<file path="src/rtl/icr_pkg.sv">
// shared constants, types and decode helpers for the indexed control register block
package icr_pkg;

  // widths and storage shape
  localparam int DATA_W    = 8;
  localparam int MEM_DEPTH = 32;
  localparam int MEM_AW    = 5;

  // host port addresses (3-bit register port)
  localparam logic [2:0] ADDR_SHARED1 = 3'h1;  // divisor high / interrupt enable / additional status
  localparam logic [2:0] ADDR_FLOW0   = 3'h2;  // first flow-character slot
  localparam logic [2:0] ADDR_LCR     = 3'h3;  // line format control, receive level on read when additional status is enabled
  localparam logic [2:0] ADDR_TFL     = 3'h4;  // modem control, transmit level on read when additional status is enabled
  localparam logic [2:0] ADDR_WIN     = 3'h5;  // indexed window / line status
  localparam logic [2:0] ADDR_SPR     = 3'h7;  // scratch index register

  // qualifier values and bit positions
  localparam logic [7:0] LCR_FLOW_KEY   = 8'hBF;
  localparam logic [7:0] CSR_RESET_KEY  = 8'h00;
  localparam int         LCR_DLAB_BIT   = 7;
  localparam int         ACR_WIN_RD_BIT = 6;
  localparam int         ACR_ASR_EN_BIT = 7;

  // indexed offsets
  localparam logic [7:0] IDX_ACR = 8'h00;
  localparam logic [7:0] IDX_CPR = 8'h01;
  localparam logic [7:0] IDX_TCR = 8'h02;
  localparam logic [7:0] IDX_CKS = 8'h03;
  localparam logic [7:0] IDX_TTL = 8'h04;
  localparam logic [7:0] IDX_RTL = 8'h05;
  localparam logic [7:0] IDX_FCL = 8'h06;
  localparam logic [7:0] IDX_FCH = 8'h07;
  localparam logic [7:0] IDX_ID1 = 8'h08;
  localparam logic [7:0] IDX_ID2 = 8'h09;
  localparam logic [7:0] IDX_ID3 = 8'h0A;
  localparam logic [7:0] IDX_REV = 8'h0B;
  localparam logic [7:0] IDX_CSR = 8'h0C;
  localparam logic [7:0] IDX_NMR = 8'h0D;
  localparam logic [7:0] IDX_MDM = 8'h0E;
  localparam logic [7:0] IDX_RFC = 8'h0F;
  localparam logic [7:0] IDX_GDS = 8'h10;
  localparam logic [7:0] IDX_DMS = 8'h11;
  localparam logic [7:0] IDX_PID = 8'h12;
  localparam logic [7:0] IDX_CKA = 8'h13;

  // flow-character set lives above the indexed set in the same storage
  localparam logic [1:0] FLOW_SLOT_TOP = 2'h3;

  // writable bit masks
  localparam logic [7:0] MASK_FULL  = 8'hFF;
  localparam logic [7:0] MASK_LEVEL = 8'h7F;
  localparam logic [7:0] MASK_TCR   = 8'h0F;
  localparam logic [7:0] MASK_NMR   = 8'h3F;
  localparam logic [7:0] MASK_MDM   = 8'h0F;
  localparam logic [7:0] MASK_DMS   = 8'hC0;
  localparam logic [7:0] MASK_CKA   = 8'h1F;
  localparam logic [7:0] MASK_NONE  = 8'h00;
  localparam logic [1:0] ASR_WR_BITS = 2'h0;

  // reset values
  localparam logic [7:0] RST_CPR  = 8'h20;
  localparam logic [7:0] RST_ZERO = 8'h00;
  localparam logic [MEM_DEPTH*DATA_W-1:0] MEM_RESET_IMAGE =
    (MEM_DEPTH*DATA_W)'(RST_CPR) << (IDX_CPR * DATA_W);
  localparam logic [MEM_DEPTH-1:0] MEM_KEEP_MASK =
    (MEM_DEPTH'(1) << IDX_CKS) | (MEM_DEPTH'(1) << IDX_CKA);

  // where a read answer comes from
  typedef enum logic [1:0] {SRC_STD, SRC_MEM, SRC_HELD} icr_src_e;

  // control fields handed to the channel datapath
  typedef struct packed {
    logic [7:0] additional_control;
    logic [7:0] clock_prescaler;
    logic [7:0] sampling_clock_count;
    logic [7:0] clock_source_select;
    logic [7:0] ttl;
    logic [7:0] rtl;
    logic [7:0] flow_low_threshold;
    logic [7:0] flow_high_threshold;
    logic [7:0] nine_bit_mode_control;
    logic [7:0] modem_wakeup_mask;
    logic [1:0] dms_force;
    logic [7:0] clock_alteration;
    logic [7:0] efr;
    logic [7:0] xon1;
    logic [7:0] xon2;
    logic [7:0] xoff1;
    logic [7:0] xoff2;
  } icr_ctrl_s;

  // writable mask of an indexed offset; zero means read-only or unmapped
  function automatic logic [7:0] idx_wmask(input logic [7:0] idx);
    if (idx == IDX_ACR || idx == IDX_CPR || idx == IDX_CKS) return MASK_FULL;
    else if (idx == IDX_TCR) return MASK_TCR;
    else if (idx >= IDX_TTL && idx <= IDX_FCH) return MASK_LEVEL;
    else if (idx == IDX_NMR) return MASK_NMR;
    else if (idx == IDX_MDM) return MASK_MDM;
    else if (idx == IDX_DMS) return MASK_DMS;
    else if (idx == IDX_CKA) return MASK_CKA;
    else return MASK_NONE;
  endfunction

  // host addresses that map the flow-character set under the flow key
  function automatic logic is_flow_addr(input logic [2:0] a);
    return (a == ADDR_FLOW0) || (a >= ADDR_TFL);
  endfunction

endpackage

</file>
<file path="src/rtl/icr_indexed_ctrl.sv">
// indexed control register set with shared-address access qualification
`timescale 1ns/100ps
// Contract
// - one window reaches indexed set via scratch index
// - window reads need window-read-enable set
// - window-read-enable set hides the shared standard read
// - flow key value in line format blocks window
// - divisor latch bit set hides only the additional status register at the shared address
// - standard-only registers need additional-status-enable clear
// - read-standard-only reads need enable clear; writes unaffected
// - additional status registers mapped when enable set
// - additional status: only bits 0,1 writable
// - soft reset key resets channel, keeps clock selects
// - flow low threshold holds 7 bits only
// - prescaler resets to 0x20, others zero
module icr_indexed_ctrl #(
  parameter logic [7:0] ID1_VALUE  = 8'hA5,  // arbitrary identification value
  parameter logic [7:0] ID2_VALUE  = 8'h5A,  // arbitrary identification value
  parameter logic [7:0] ID3_VALUE  = 8'h3C,  // arbitrary identification value
  parameter logic [7:0] REV_VALUE  = 8'h01,  // arbitrary revision value
  parameter logic [7:0] PORT_INDEX = 8'h00   // arbitrary port number
) (
  // clock and reset
  input  wire logic                    SYS_CLK_IN,
  input  wire logic                    RST_N_IN,
  // host register port
  input  wire logic                    CS_IN,
  input  wire logic                    RD_IN,
  input  wire logic                    WR_IN,
  input  wire logic [2:0]              ADDR_IN,
  input  wire logic [7:0]              DATA_IN,
  output logic      [7:0]              DATA_OUT,
  output logic                         DATA_OE_OUT,
  // standard register file of the channel
  output logic                         STD_RD_OUT,
  output logic                         STD_WR_OUT,
  output logic      [2:0]              STD_ADDR_OUT,
  output logic      [7:0]              STD_WDATA_OUT,
  input  wire logic [7:0]              STD_RDATA_IN,
  // channel status inputs
  input  wire logic [7:0]              ASR_STATUS_IN,
  input  wire logic [7:0]              RFL_IN,
  input  wire logic [7:0]              TFL_IN,
  input  wire logic [7:0]              FCR_READBACK_IN,
  input  wire logic                    GOOD_DATA_IN,
  input  wire logic                    TXRDY_STAT_IN,
  input  wire logic                    RXRDY_STAT_IN,
  // control outputs
  output icr_pkg::icr_ctrl_s           CFG_OUT,
  output logic      [7:0]              LINE_FORMAT_OUT,
  output logic      [1:0]              ASR_CTRL_OUT,
  output logic                         CHAN_RESET_OUT
);
  import icr_pkg::*;

  logic                                wr_req;
  logic                                rd_req;
  logic [7:0]                          lcr_reg;
  logic [7:0]                          spr_reg;
  logic [1:0]                          asr_ctrl_reg;
  logic                                flow_key;
  logic                                dlab;
  logic                                win_rd_en;
  logic                                asr_en;
  logic [7:0]                          additional_control;
  logic                                mem_we;
  logic [MEM_AW-1:0]                   mem_waddr;
  logic [7:0]                          mem_wdata;
  logic [MEM_AW-1:0]                   mem_raddr;
  logic [7:0]                          mem_rdata;
  logic [MEM_DEPTH*DATA_W-1:0]         mem_dump;
  logic                                soft_rst;
  logic                                lcr_we;
  logic                                spr_we;
  logic                                asr_we;
  logic                                std_we;
  icr_src_e                            rd_src;
  logic [7:0]                          rd_val;
  icr_src_e                            rd_src_reg;
  logic [7:0]                          rd_val_reg;
  logic                                rd_pend_reg;

  // one byte of the flat storage view
  function automatic logic [7:0] slot(input logic [MEM_DEPTH*DATA_W-1:0] d,
                                      input logic [7:0] idx);
    return d[idx*DATA_W +: DATA_W];
  endfunction

  // storage slot of a flow-character address
  function automatic logic [MEM_AW-1:0] flow_slot(input logic [2:0] a);
    return {FLOW_SLOT_TOP, a};
  endfunction

  // live value of read-only indexed bits; storage holds zero in those bits
  function automatic logic [7:0] ro_value(input logic [7:0] idx);
    if (idx == IDX_ID1) return ID1_VALUE;
    else if (idx == IDX_ID2) return ID2_VALUE;
    else if (idx == IDX_ID3) return ID3_VALUE;
    else if (idx == IDX_REV) return REV_VALUE;
    else if (idx == IDX_RFC) return FCR_READBACK_IN;
    else if (idx == IDX_GDS) return {7'h00, GOOD_DATA_IN};
    else if (idx == IDX_DMS) return {6'h00, TXRDY_STAT_IN, RXRDY_STAT_IN};
    else if (idx == IDX_PID) return PORT_INDEX;
    else return RST_ZERO;
  endfunction

  // a read and a write in the same cycle: the write is taken, the read dropped
  assign wr_req = CS_IN & WR_IN;
  assign rd_req = CS_IN & RD_IN & ~WR_IN;

  // qualifiers seen by the decodes; window-read-enable by the read decode only
  assign additional_control       = slot(mem_dump, IDX_ACR);
  assign flow_key  = (lcr_reg == LCR_FLOW_KEY);
  assign dlab      = lcr_reg[LCR_DLAB_BIT];
  assign win_rd_en = additional_control[ACR_WIN_RD_BIT];
  assign asr_en    = additional_control[ACR_ASR_EN_BIT];

  // write decode; the flow key is tested first so the window is unreachable under it
  always_comb begin
    mem_we    = 1'b0;
    mem_waddr = '0;
    mem_wdata = '0;
    soft_rst  = 1'b0;
    lcr_we    = 1'b0;
    spr_we    = 1'b0;
    asr_we    = 1'b0;
    std_we    = 1'b0;
    if (wr_req) begin
      if (flow_key && is_flow_addr(ADDR_IN)) begin
        mem_we    = 1'b1;
        mem_waddr = flow_slot(ADDR_IN);
        mem_wdata = DATA_IN;
      end else if (ADDR_IN == ADDR_LCR) begin
        lcr_we = 1'b1;
      end else if (ADDR_IN == ADDR_SPR) begin
        spr_we = 1'b1;
      end else if (ADDR_IN == ADDR_WIN) begin
        if (spr_reg == IDX_CSR) begin
          soft_rst = (DATA_IN == CSR_RESET_KEY);
        end else if (idx_wmask(spr_reg) != MASK_NONE) begin
          mem_we    = 1'b1;
          mem_waddr = spr_reg[MEM_AW-1:0];
          mem_wdata = DATA_IN & idx_wmask(spr_reg);
        end
      end else if (ADDR_IN == ADDR_SHARED1 && !dlab && asr_en) begin
        asr_we = 1'b1;
      end else begin
        std_we = 1'b1;
      end
    end
  end

  // read decode; every source but the standard file and stored data is captured now in rd_val
  always_comb begin
    rd_src    = SRC_STD;
    rd_val    = RST_ZERO;
    mem_raddr = spr_reg[MEM_AW-1:0];
    if (flow_key && is_flow_addr(ADDR_IN)) begin
      rd_src    = SRC_MEM;
      mem_raddr = flow_slot(ADDR_IN);
    end else if (ADDR_IN == ADDR_SPR) begin
      rd_src = SRC_HELD;
      rd_val = spr_reg;
    end else if (ADDR_IN == ADDR_LCR) begin
      rd_src = SRC_HELD;
      rd_val = asr_en ? RFL_IN : lcr_reg;
    end else if (ADDR_IN == ADDR_TFL && asr_en) begin
      rd_src = SRC_HELD;
      rd_val = TFL_IN;
    end else if (ADDR_IN == ADDR_WIN) begin
      if (win_rd_en) begin
        if (spr_reg <= IDX_CKA) begin
          rd_src = SRC_MEM;
          rd_val = ro_value(spr_reg);
        end else begin
          rd_src = SRC_HELD;
        end
      end else if (asr_en) begin
        rd_src = SRC_HELD;
      end
    end else if (ADDR_IN == ADDR_SHARED1 && !dlab && asr_en) begin
      rd_src = SRC_HELD;
      rd_val = {ASR_STATUS_IN[7:2], asr_ctrl_reg};
    end
  end

  // indexed storage, flow characters in the top slots
  icr_regmem #(
    .WIDTH       (DATA_W),
    .DEPTH       (MEM_DEPTH),
    .AW          (MEM_AW),
    .RESET_IMAGE (MEM_RESET_IMAGE),
    .KEEP_MASK   (MEM_KEEP_MASK)
  ) u_regmem (
    .clk_in      (SYS_CLK_IN),
    .rst_n_in    (RST_N_IN),
    .wr_en_in    (mem_we),
    .wr_addr_in  (mem_waddr),
    .wr_data_in  (mem_wdata),
    .clr_in      (soft_rst),
    .rd_addr_in  (mem_raddr),
    .rd_data_out (mem_rdata),
    .dump_out    (mem_dump)
  );

  // line format control; the last value written decides the flow key
  always_ff @(posedge SYS_CLK_IN or negedge RST_N_IN) begin
    if (!RST_N_IN) begin
      lcr_reg <= RST_ZERO;
    end else if (soft_rst) begin
      lcr_reg <= RST_ZERO;
    end else if (lcr_we) begin
      lcr_reg <= DATA_IN;
    end
  end

  // scratch index register
  always_ff @(posedge SYS_CLK_IN or negedge RST_N_IN) begin
    if (!RST_N_IN) begin
      spr_reg <= RST_ZERO;
    end else if (soft_rst) begin
      spr_reg <= RST_ZERO;
    end else if (spr_we) begin
      spr_reg <= DATA_IN;
    end
  end

  // additional status: the two low bits are the only stored ones
  always_ff @(posedge SYS_CLK_IN or negedge RST_N_IN) begin
    if (!RST_N_IN) begin
      asr_ctrl_reg <= ASR_WR_BITS;
    end else if (soft_rst) begin
      asr_ctrl_reg <= ASR_WR_BITS;
    end else if (asr_we) begin
      asr_ctrl_reg <= DATA_IN[1:0];
    end
  end

  // standard register strobes, one cycle after the host request
  always_ff @(posedge SYS_CLK_IN or negedge RST_N_IN) begin
    if (!RST_N_IN) begin
      STD_RD_OUT    <= 1'b0;
      STD_WR_OUT    <= 1'b0;
      STD_ADDR_OUT  <= '0;
      STD_WDATA_OUT <= RST_ZERO;
    end else begin
      STD_RD_OUT <= rd_req && (rd_src == SRC_STD);
      STD_WR_OUT <= std_we;
      if (wr_req || rd_req) begin
        STD_ADDR_OUT <= ADDR_IN;
      end
      if (std_we) begin
        STD_WDATA_OUT <= DATA_IN;
      end
    end
  end

  // read pipeline stage one: remember where the answer comes from
  always_ff @(posedge SYS_CLK_IN or negedge RST_N_IN) begin
    if (!RST_N_IN) begin
      rd_pend_reg <= 1'b0;
      rd_src_reg  <= SRC_HELD;
      rd_val_reg  <= RST_ZERO;
    end else begin
      rd_pend_reg <= rd_req;
      if (rd_req) begin
        rd_src_reg <= rd_src;
        rd_val_reg <= rd_val;
      end
    end
  end

  // read pipeline stage two: answer to the host for exactly one cycle
  always_ff @(posedge SYS_CLK_IN or negedge RST_N_IN) begin
    if (!RST_N_IN) begin
      DATA_OUT    <= RST_ZERO;
      DATA_OE_OUT <= 1'b0;
    end else begin
      DATA_OE_OUT <= rd_pend_reg;
      if (rd_pend_reg) begin
        case (rd_src_reg)
          SRC_STD: DATA_OUT <= STD_RDATA_IN;
          SRC_MEM: DATA_OUT <= mem_rdata | rd_val_reg;
          default: DATA_OUT <= rd_val_reg;
        endcase
      end
    end
  end

  // soft reset pulse to the rest of the channel
  always_ff @(posedge SYS_CLK_IN or negedge RST_N_IN) begin
    if (!RST_N_IN) begin
      CHAN_RESET_OUT <= 1'b0;
    end else begin
      CHAN_RESET_OUT <= soft_rst;
    end
  end

  // control fields, registered copies of storage; one cycle behind a write
  always_ff @(posedge SYS_CLK_IN or negedge RST_N_IN) begin
    if (!RST_N_IN) begin
      CFG_OUT         <= '0;
      LINE_FORMAT_OUT <= RST_ZERO;
      ASR_CTRL_OUT    <= ASR_WR_BITS;
    end else begin
      CFG_OUT.additional_control       <= additional_control;
      CFG_OUT.clock_prescaler       <= slot(mem_dump, IDX_CPR);
      CFG_OUT.sampling_clock_count       <= slot(mem_dump, IDX_TCR);
      CFG_OUT.clock_source_select       <= slot(mem_dump, IDX_CKS);
      CFG_OUT.ttl       <= slot(mem_dump, IDX_TTL);
      CFG_OUT.rtl       <= slot(mem_dump, IDX_RTL);
      CFG_OUT.flow_low_threshold       <= slot(mem_dump, IDX_FCL);
      CFG_OUT.flow_high_threshold       <= slot(mem_dump, IDX_FCH);
      CFG_OUT.nine_bit_mode_control       <= slot(mem_dump, IDX_NMR);
      CFG_OUT.modem_wakeup_mask       <= slot(mem_dump, IDX_MDM);
      CFG_OUT.dms_force <= mem_dump[IDX_DMS*DATA_W + 6 +: 2];  // only the two force bits
      CFG_OUT.clock_alteration       <= slot(mem_dump, IDX_CKA);
      CFG_OUT.efr       <= mem_dump[flow_slot(ADDR_FLOW0)*DATA_W +: DATA_W];
      CFG_OUT.xon1      <= mem_dump[flow_slot(3'h4)*DATA_W +: DATA_W];
      CFG_OUT.xon2      <= mem_dump[flow_slot(3'h5)*DATA_W +: DATA_W];
      CFG_OUT.xoff1     <= mem_dump[flow_slot(3'h6)*DATA_W +: DATA_W];
      CFG_OUT.xoff2     <= mem_dump[flow_slot(3'h7)*DATA_W +: DATA_W];
      LINE_FORMAT_OUT   <= lcr_reg;
      ASR_CTRL_OUT      <= asr_ctrl_reg;
    end
  end

endmodule // icr_indexed_ctrl

</file>
<file path="src/rtl/icr_regmem.sv">
// small register memory with reset image, selective soft clear and registered read
`timescale 1ns/100ps
module icr_regmem #(
  parameter int                         WIDTH      = 8,
  parameter int                         DEPTH      = 32,
  parameter int                         AW         = 5,
  parameter logic [DEPTH*WIDTH-1:0]     RESET_IMAGE = '0,
  parameter logic [DEPTH-1:0]           KEEP_MASK  = '0
) (
  // clock and reset
  input  wire logic                     clk_in,
  input  wire logic                     rst_n_in,
  // write side
  input  wire logic                     wr_en_in,
  input  wire logic [AW-1:0]            wr_addr_in,
  input  wire logic [WIDTH-1:0]         wr_data_in,
  input  wire logic                     clr_in,
  // read side
  input  wire logic [AW-1:0]            rd_addr_in,
  output logic      [WIDTH-1:0]         rd_data_out,
  output logic      [DEPTH*WIDTH-1:0]   dump_out
);

  logic [WIDTH-1:0] mem_reg [DEPTH];

  // storage: soft clear restores the image except for kept entries
  always_ff @(posedge clk_in or negedge rst_n_in) begin
    if (!rst_n_in) begin
      for (int i = 0; i < DEPTH; i++) begin
        mem_reg[i] <= RESET_IMAGE[i*WIDTH +: WIDTH];
      end
    end else if (clr_in) begin
      for (int i = 0; i < DEPTH; i++) begin
        if (!KEEP_MASK[i]) begin
          mem_reg[i] <= RESET_IMAGE[i*WIDTH +: WIDTH];
        end
      end
    end else if (wr_en_in) begin
      mem_reg[wr_addr_in] <= wr_data_in;
    end
  end

  // read data always leaves through a register
  always_ff @(posedge clk_in or negedge rst_n_in) begin
    if (!rst_n_in) begin
      rd_data_out <= '0;
    end else begin
      rd_data_out <= mem_reg[rd_addr_in];
    end
  end

  // flat view of every entry for the control outputs
  always_comb begin
    for (int i = 0; i < DEPTH; i++) begin
      dump_out[i*WIDTH +: WIDTH] = mem_reg[i];
    end
  end

endmodule // icr_regmem

</file>
<file path="config.mk">
export PLATFORM = sky130hd
export DESIGN_NAME = icr_indexed_ctrl
export DESIGN_NICKNAME = d
export VERILOG_FILES = /design/src/rtl/icr_pkg.sv /design/src/rtl/icr_indexed_ctrl.sv /design/src/rtl/icr_regmem.sv
export SDC_FILE = /design/constraint.sdc
export NUM_CORES = 1
export LEC_CHECK = 0
export ABC_AREA = 0
export BUFFER_PORTS_ARGS = -buffer_cell sky130_fd_sc_hd__buf_2
export CAP_MARGIN = 20
export CORE_AREA = 2 2 195 197
export DETAILED_ROUTE_END_ITERATION = 16
export DIE_AREA = 0 0 197 199
export HOLD_SLACK_MARGIN = 0.12
export PLACE_DENSITY = 0.79
export SETUP_SLACK_MARGIN = 0.15
export SYNTH_ARGS = -nofsm -noshare
export SYNTH_HDL_FRONTEND = slang
export SYNTH_SLANG_ARGS = --single-unit
</file>
<file path="constraint.sdc">
create_clock -name SYS_CLK_IN -period 3.5 [get_ports SYS_CLK_IN]
set_clock_uncertainty 0.1 [all_clocks]
set_input_delay 0.525 -clock SYS_CLK_IN [delete_from_list [all_inputs] [get_ports SYS_CLK_IN]]
set_output_delay 0.525 -clock SYS_CLK_IN [all_outputs]
set_load 0.01 [all_outputs]
</file>
==> metrics.md <==
| Metric | Value |
|---|---|
| Post-Syn Nets | 1653 |
| Mapped Cells | 1594 |
| Synth-to-layout area growth | 18.30% |
| Outcome | complete, no violations |
| Filler cell count | ~3000 |
| Pwr/cell area | about 570 nW/um2 |
| Vias per inst | 5.764 |
| FMAX | 0.3198 GHz |
| CP max stage delay | between 0.4 and 0.5 ns |
| IO buf count | between 200 and 250 |
| Largest net degree at the start of global routing | 154 |
| DP HPWL | ~34 mm |
| CTS Buf Count | 45 |
| Worst slew margin | 0.4201 |
| Clock Latency Late Sink | roughly 0.56 ns |
| Number of synthesized flops with an enable pin | 0 |
| Cells resized by post-CTS repair | 0 |
| Number of antenna diodes | 0 |
| Initial antenna violation count | 0 |
| Total GRT Usage | 0.2545 |
| WP depth | 8 |
| RSZ-0062 raised after global routing | no |
| Synthesis Warnings | 0 |
| Sequential fraction of the synthesis area | 0.6229 |
| Class of the worst hold path | primary input to flip-flop |
| Final Setup Violations | 0 |
| Wire per inst | between 20 and 25 um |
| HP Start | STD_RDATA_IN[7] |
| Vias | around 13000 |
| Final worst setup slack | about 0.37 ns |
| Clock-pin slew on the worst setup and hold paths | around 0.060 ns |
| Initial Util | 0.4934 |
| Critical path buffer and inverter count | 1 |
| R2r setup slk | 0.37 ns |
| Ports | about 220 |
| TritonRoute pass-1 iters | 5 |
| ANT nets after route | 0 |
| LEAKAGE | 10.60 nW |
| CP Capture Type | flip-flop |
| Worst EP required | around 3.8 ns |
| DP Worst Slack | 0.4168 ns |
| Distinct cells, synth | 73 |
| Overall power | between 10 and 15 mW |
| Register Area | ~11000 um2 |
| CP Class | flip-flop to flip-flop |
| Row cnt | 71 |
| Average size of a mapped cell | around 11 um2 |
| Die height | around 200 um |
| Final min period | ~3.1 ns |
| Synth Cell Area | 18320 um2 |
| H-tree levels | 2 |
| Hold Path Stages | 3 |
| WL final | 49.83 mm |
| Tcrit/Tclk final | 0.8934 |
| Max VDD drop | approximately 0.0004 V |
| Sink Count | between 400 and 500 |
| Arrival time worst endpoint | ~3.5 ns |
| Die footprint | just under 40000 um2 |
| Gpl congestion | 0.8879 |
| RR Startpoint | lcr_reg[6] |
| Worst setup SP type | flip-flop |
| WHS Endpoint | DATA_OUT[7] |
| FF-to-FF End | u_regmem.rd_data_out[5] |
| Max reg flops | 256 |
| Delay-heaviest family, CP | simple AND/OR/NAND/NOR gates |
| Global-route wire length before repair | 76.62 mm |
| Nets@finish | 1874 |
| DRC violations left | 0 |
| Setup TNS | 0 ns |
| Gr ovfl total | 0 |
| Slowest CP cell | a21o_1 |
| DRT iter0 DRCs | 1239 |
| Vias in the first global route | 13349 |
| Post-synth ARST share | 1.000 |
| Reg2reg path depth | 8 |
| Worst slew pin tran | between 0.8 and 0.9 ns |
| Crit Path Max Fanout | between 40 and 50 |
| Main synth FF type | dfrtp_1 |
| Max-Cap Viols | 0 |
| Area of the multi-input gates | roughly 6300 um2 |
| Final hold violation count | 0 |
| CTS Buffer Depth | 3 |
| Core ar. | between 30000 and 40000 um2 |
| Final Max Tran Viols | 0 |
| Worst-path cell chain | and4b_1 > and4_1 > a21o_1 > buf_12 > a211oi_1 > o21ai_0 > a41oi_1 > nor4_1 |
| CTS root buffer | clkbuf_16 |
| Fraction of layout cells with a size suffix above 1 | 0.2210 |
| CTS tree | yes |
| #FFs+latches synth | ~460 |
| DIE WIDTH | slightly below 200 um |
cells in the mapped netlist (all sizes together), types with 3 or more instances:
| library cell | instances | area share |
|---|---|---|
| o22a | 5 | 0.0024 |
| a21oi | 46 | 0.013 |
| nor3b | 5 | 0.0020 |
| o21ai | 80 | 0.022 |
| mux2 | 23 | 0.014 |
| and3 | 29 | 0.0099 |
| o221ai | 10 | 0.0048 |
| nor4 | 10 | 0.0042 |
| a32oi | 14 | 0.0067 |
| o22ai | 7 | 0.0024 |
| a41oi | 10 | 0.0048 |
| o2111ai | 3 | 0.0014 |
| or3 | 5 | 0.0020 |
| a31oi | 7 | 0.0024 |
| or2 | 4 | 0.0014 |
| a22o | 4 | 0.0019 |
| nand3 | 67 | 0.021 |
| nand2 | 249 | 0.051 |
| a21o | 5 | 0.0020 |
| nand3b | 3 | 0.0012 |
| o211ai | 3 | 0.0012 |
| nor2b | 9 | 0.0031 |
| a211oi | 26 | 0.011 |
| inv | 29 | 0.0059 |
| and4 | 4 | 0.0019 |
| clkbuf | 60 | 0.012 |
| and2 | 127 | 0.043 |
| buf | 41 | 0.014 |
| o31ai | 9 | 0.0037 |
| nor3 | 21 | 0.0079 |
| nand2b | 3 | 0.0010 |
| dfrtp | 454 | 0.62 |
| or4 | 3 | 0.0014 |
| nor2 | 49 | 0.012 |
| a221oi | 3 | 0.0014 |
| nand4 | 10 | 0.0034 |
| mux2i | 127 | 0.069 |
cell families (layout without fill, tap and decap cells):
kind of cell / count (synthesis) / after routing / share of synthesized area
compound gates: 253 / 253 / 0.09075
fa+ha+maj: 1 / 1 / 0.0005463
buf+inv: 131 / 388 / 0.03250
flops: 456 / 456 / 0.6229
mux: 150 / 150 / 0.08352
simple gates: 603 / 603 / 0.1698
where the power goes:
group	total (mW)	internal, mW	switching, mW
Sequential	5.69	5.49	0.193
Combinational	1.79	0.632	1.16
Clock	4.88	2.85	2.03
Total	12.4	8.98	3.39
worst reg2reg max path: cells and delay by family (launching register included):
kind | cells | cell delay [ns]
simple gates | 3 | 1.16
compound gates | 4 | 1.03
flops | 1 | 0.41
buf+inv | 1 | 0.31
worst max path at each step:
stage                     startpoint                       to  slack [ns]
final                     lcr_reg[6]  u_regmem.rd_data_out[5]        0.37
after global routing      lcr_reg[6]  u_regmem.rd_data_out[0]        0.25
after CTS                 lcr_reg[6]  u_regmem.rd_data_out[5]        0.41
after detailed placement  ADDR_IN[2]  u_regmem.rd_data_out[1]        0.42
after global placement    ADDR_IN[2]  u_regmem.rd_data_out[5]        0.46
after floorplan           ADDR_IN[2]    u_regmem.dump_out[38]        0.96
metal layers:
metal / vias up / wire (um) / global-route usage
met5: - / 0 / 0
met4: 0 / 2032 / 0.1153
met3: 121 / 3537 / 0.04052
met2: 604 / 23950 / 0.4048
met1: 6701 / 20300 / 0.3473
li1: 5976 / - / -
final cells by class:
class | instances | share of cell area
Timing Repair Buffer | 275 | 0.07862
Clock buffer | 60 | 0.05830
Sequential cell | 456 | 0.5266
Clock inverter | 23 | 0.01137
Multi-Input combinational cell | 1007 | 0.2926
Tap cell | 474 | 0.02736
Inverter | 30 | 0.005195
per-stage QoR:
step	util	std cells	area [um2]	hold slack [ns]
2_1_floorplan	-	1594	18320	0.1294
3_3_place_gp	0.5428	2241	20160	0.2879
3_5_place_dp	0.5428	2241	20160	0.2907
4_1_cts	0.5837	2325	21680	0.1617
5_1_grt	0.5837	2325	21680	0.1826
6_report	0.5837	2325	21680	0.1635
layout by cell type, fill, tap and decap left out, drive strengths merged, types with 7 or more instances in the layout:
cell type	instances
nor2	49
and3	29
and2	127
inv	29
o221ai	10
nand4	10
clkbuf	60
o22ai	7
a211oi	26
nor4	10
a32oi	14
a41oi	10
dfrtp	454
o31ai	9
nand2	249
a31oi	7
mux2	23
nand3	67
o21ai	80
nor2b	9
a21oi	46
nor3	21
mux2i	127
clkinv	15
buf	274
what timing repair did:
item | 4_1_cts | 5_1_grt
hold endpoints to repair | 91 | 0
hold buffers | 1 | 0
buffers inserted | 0 | 0
No activity file was read; power rests on OpenSTA's default activity.
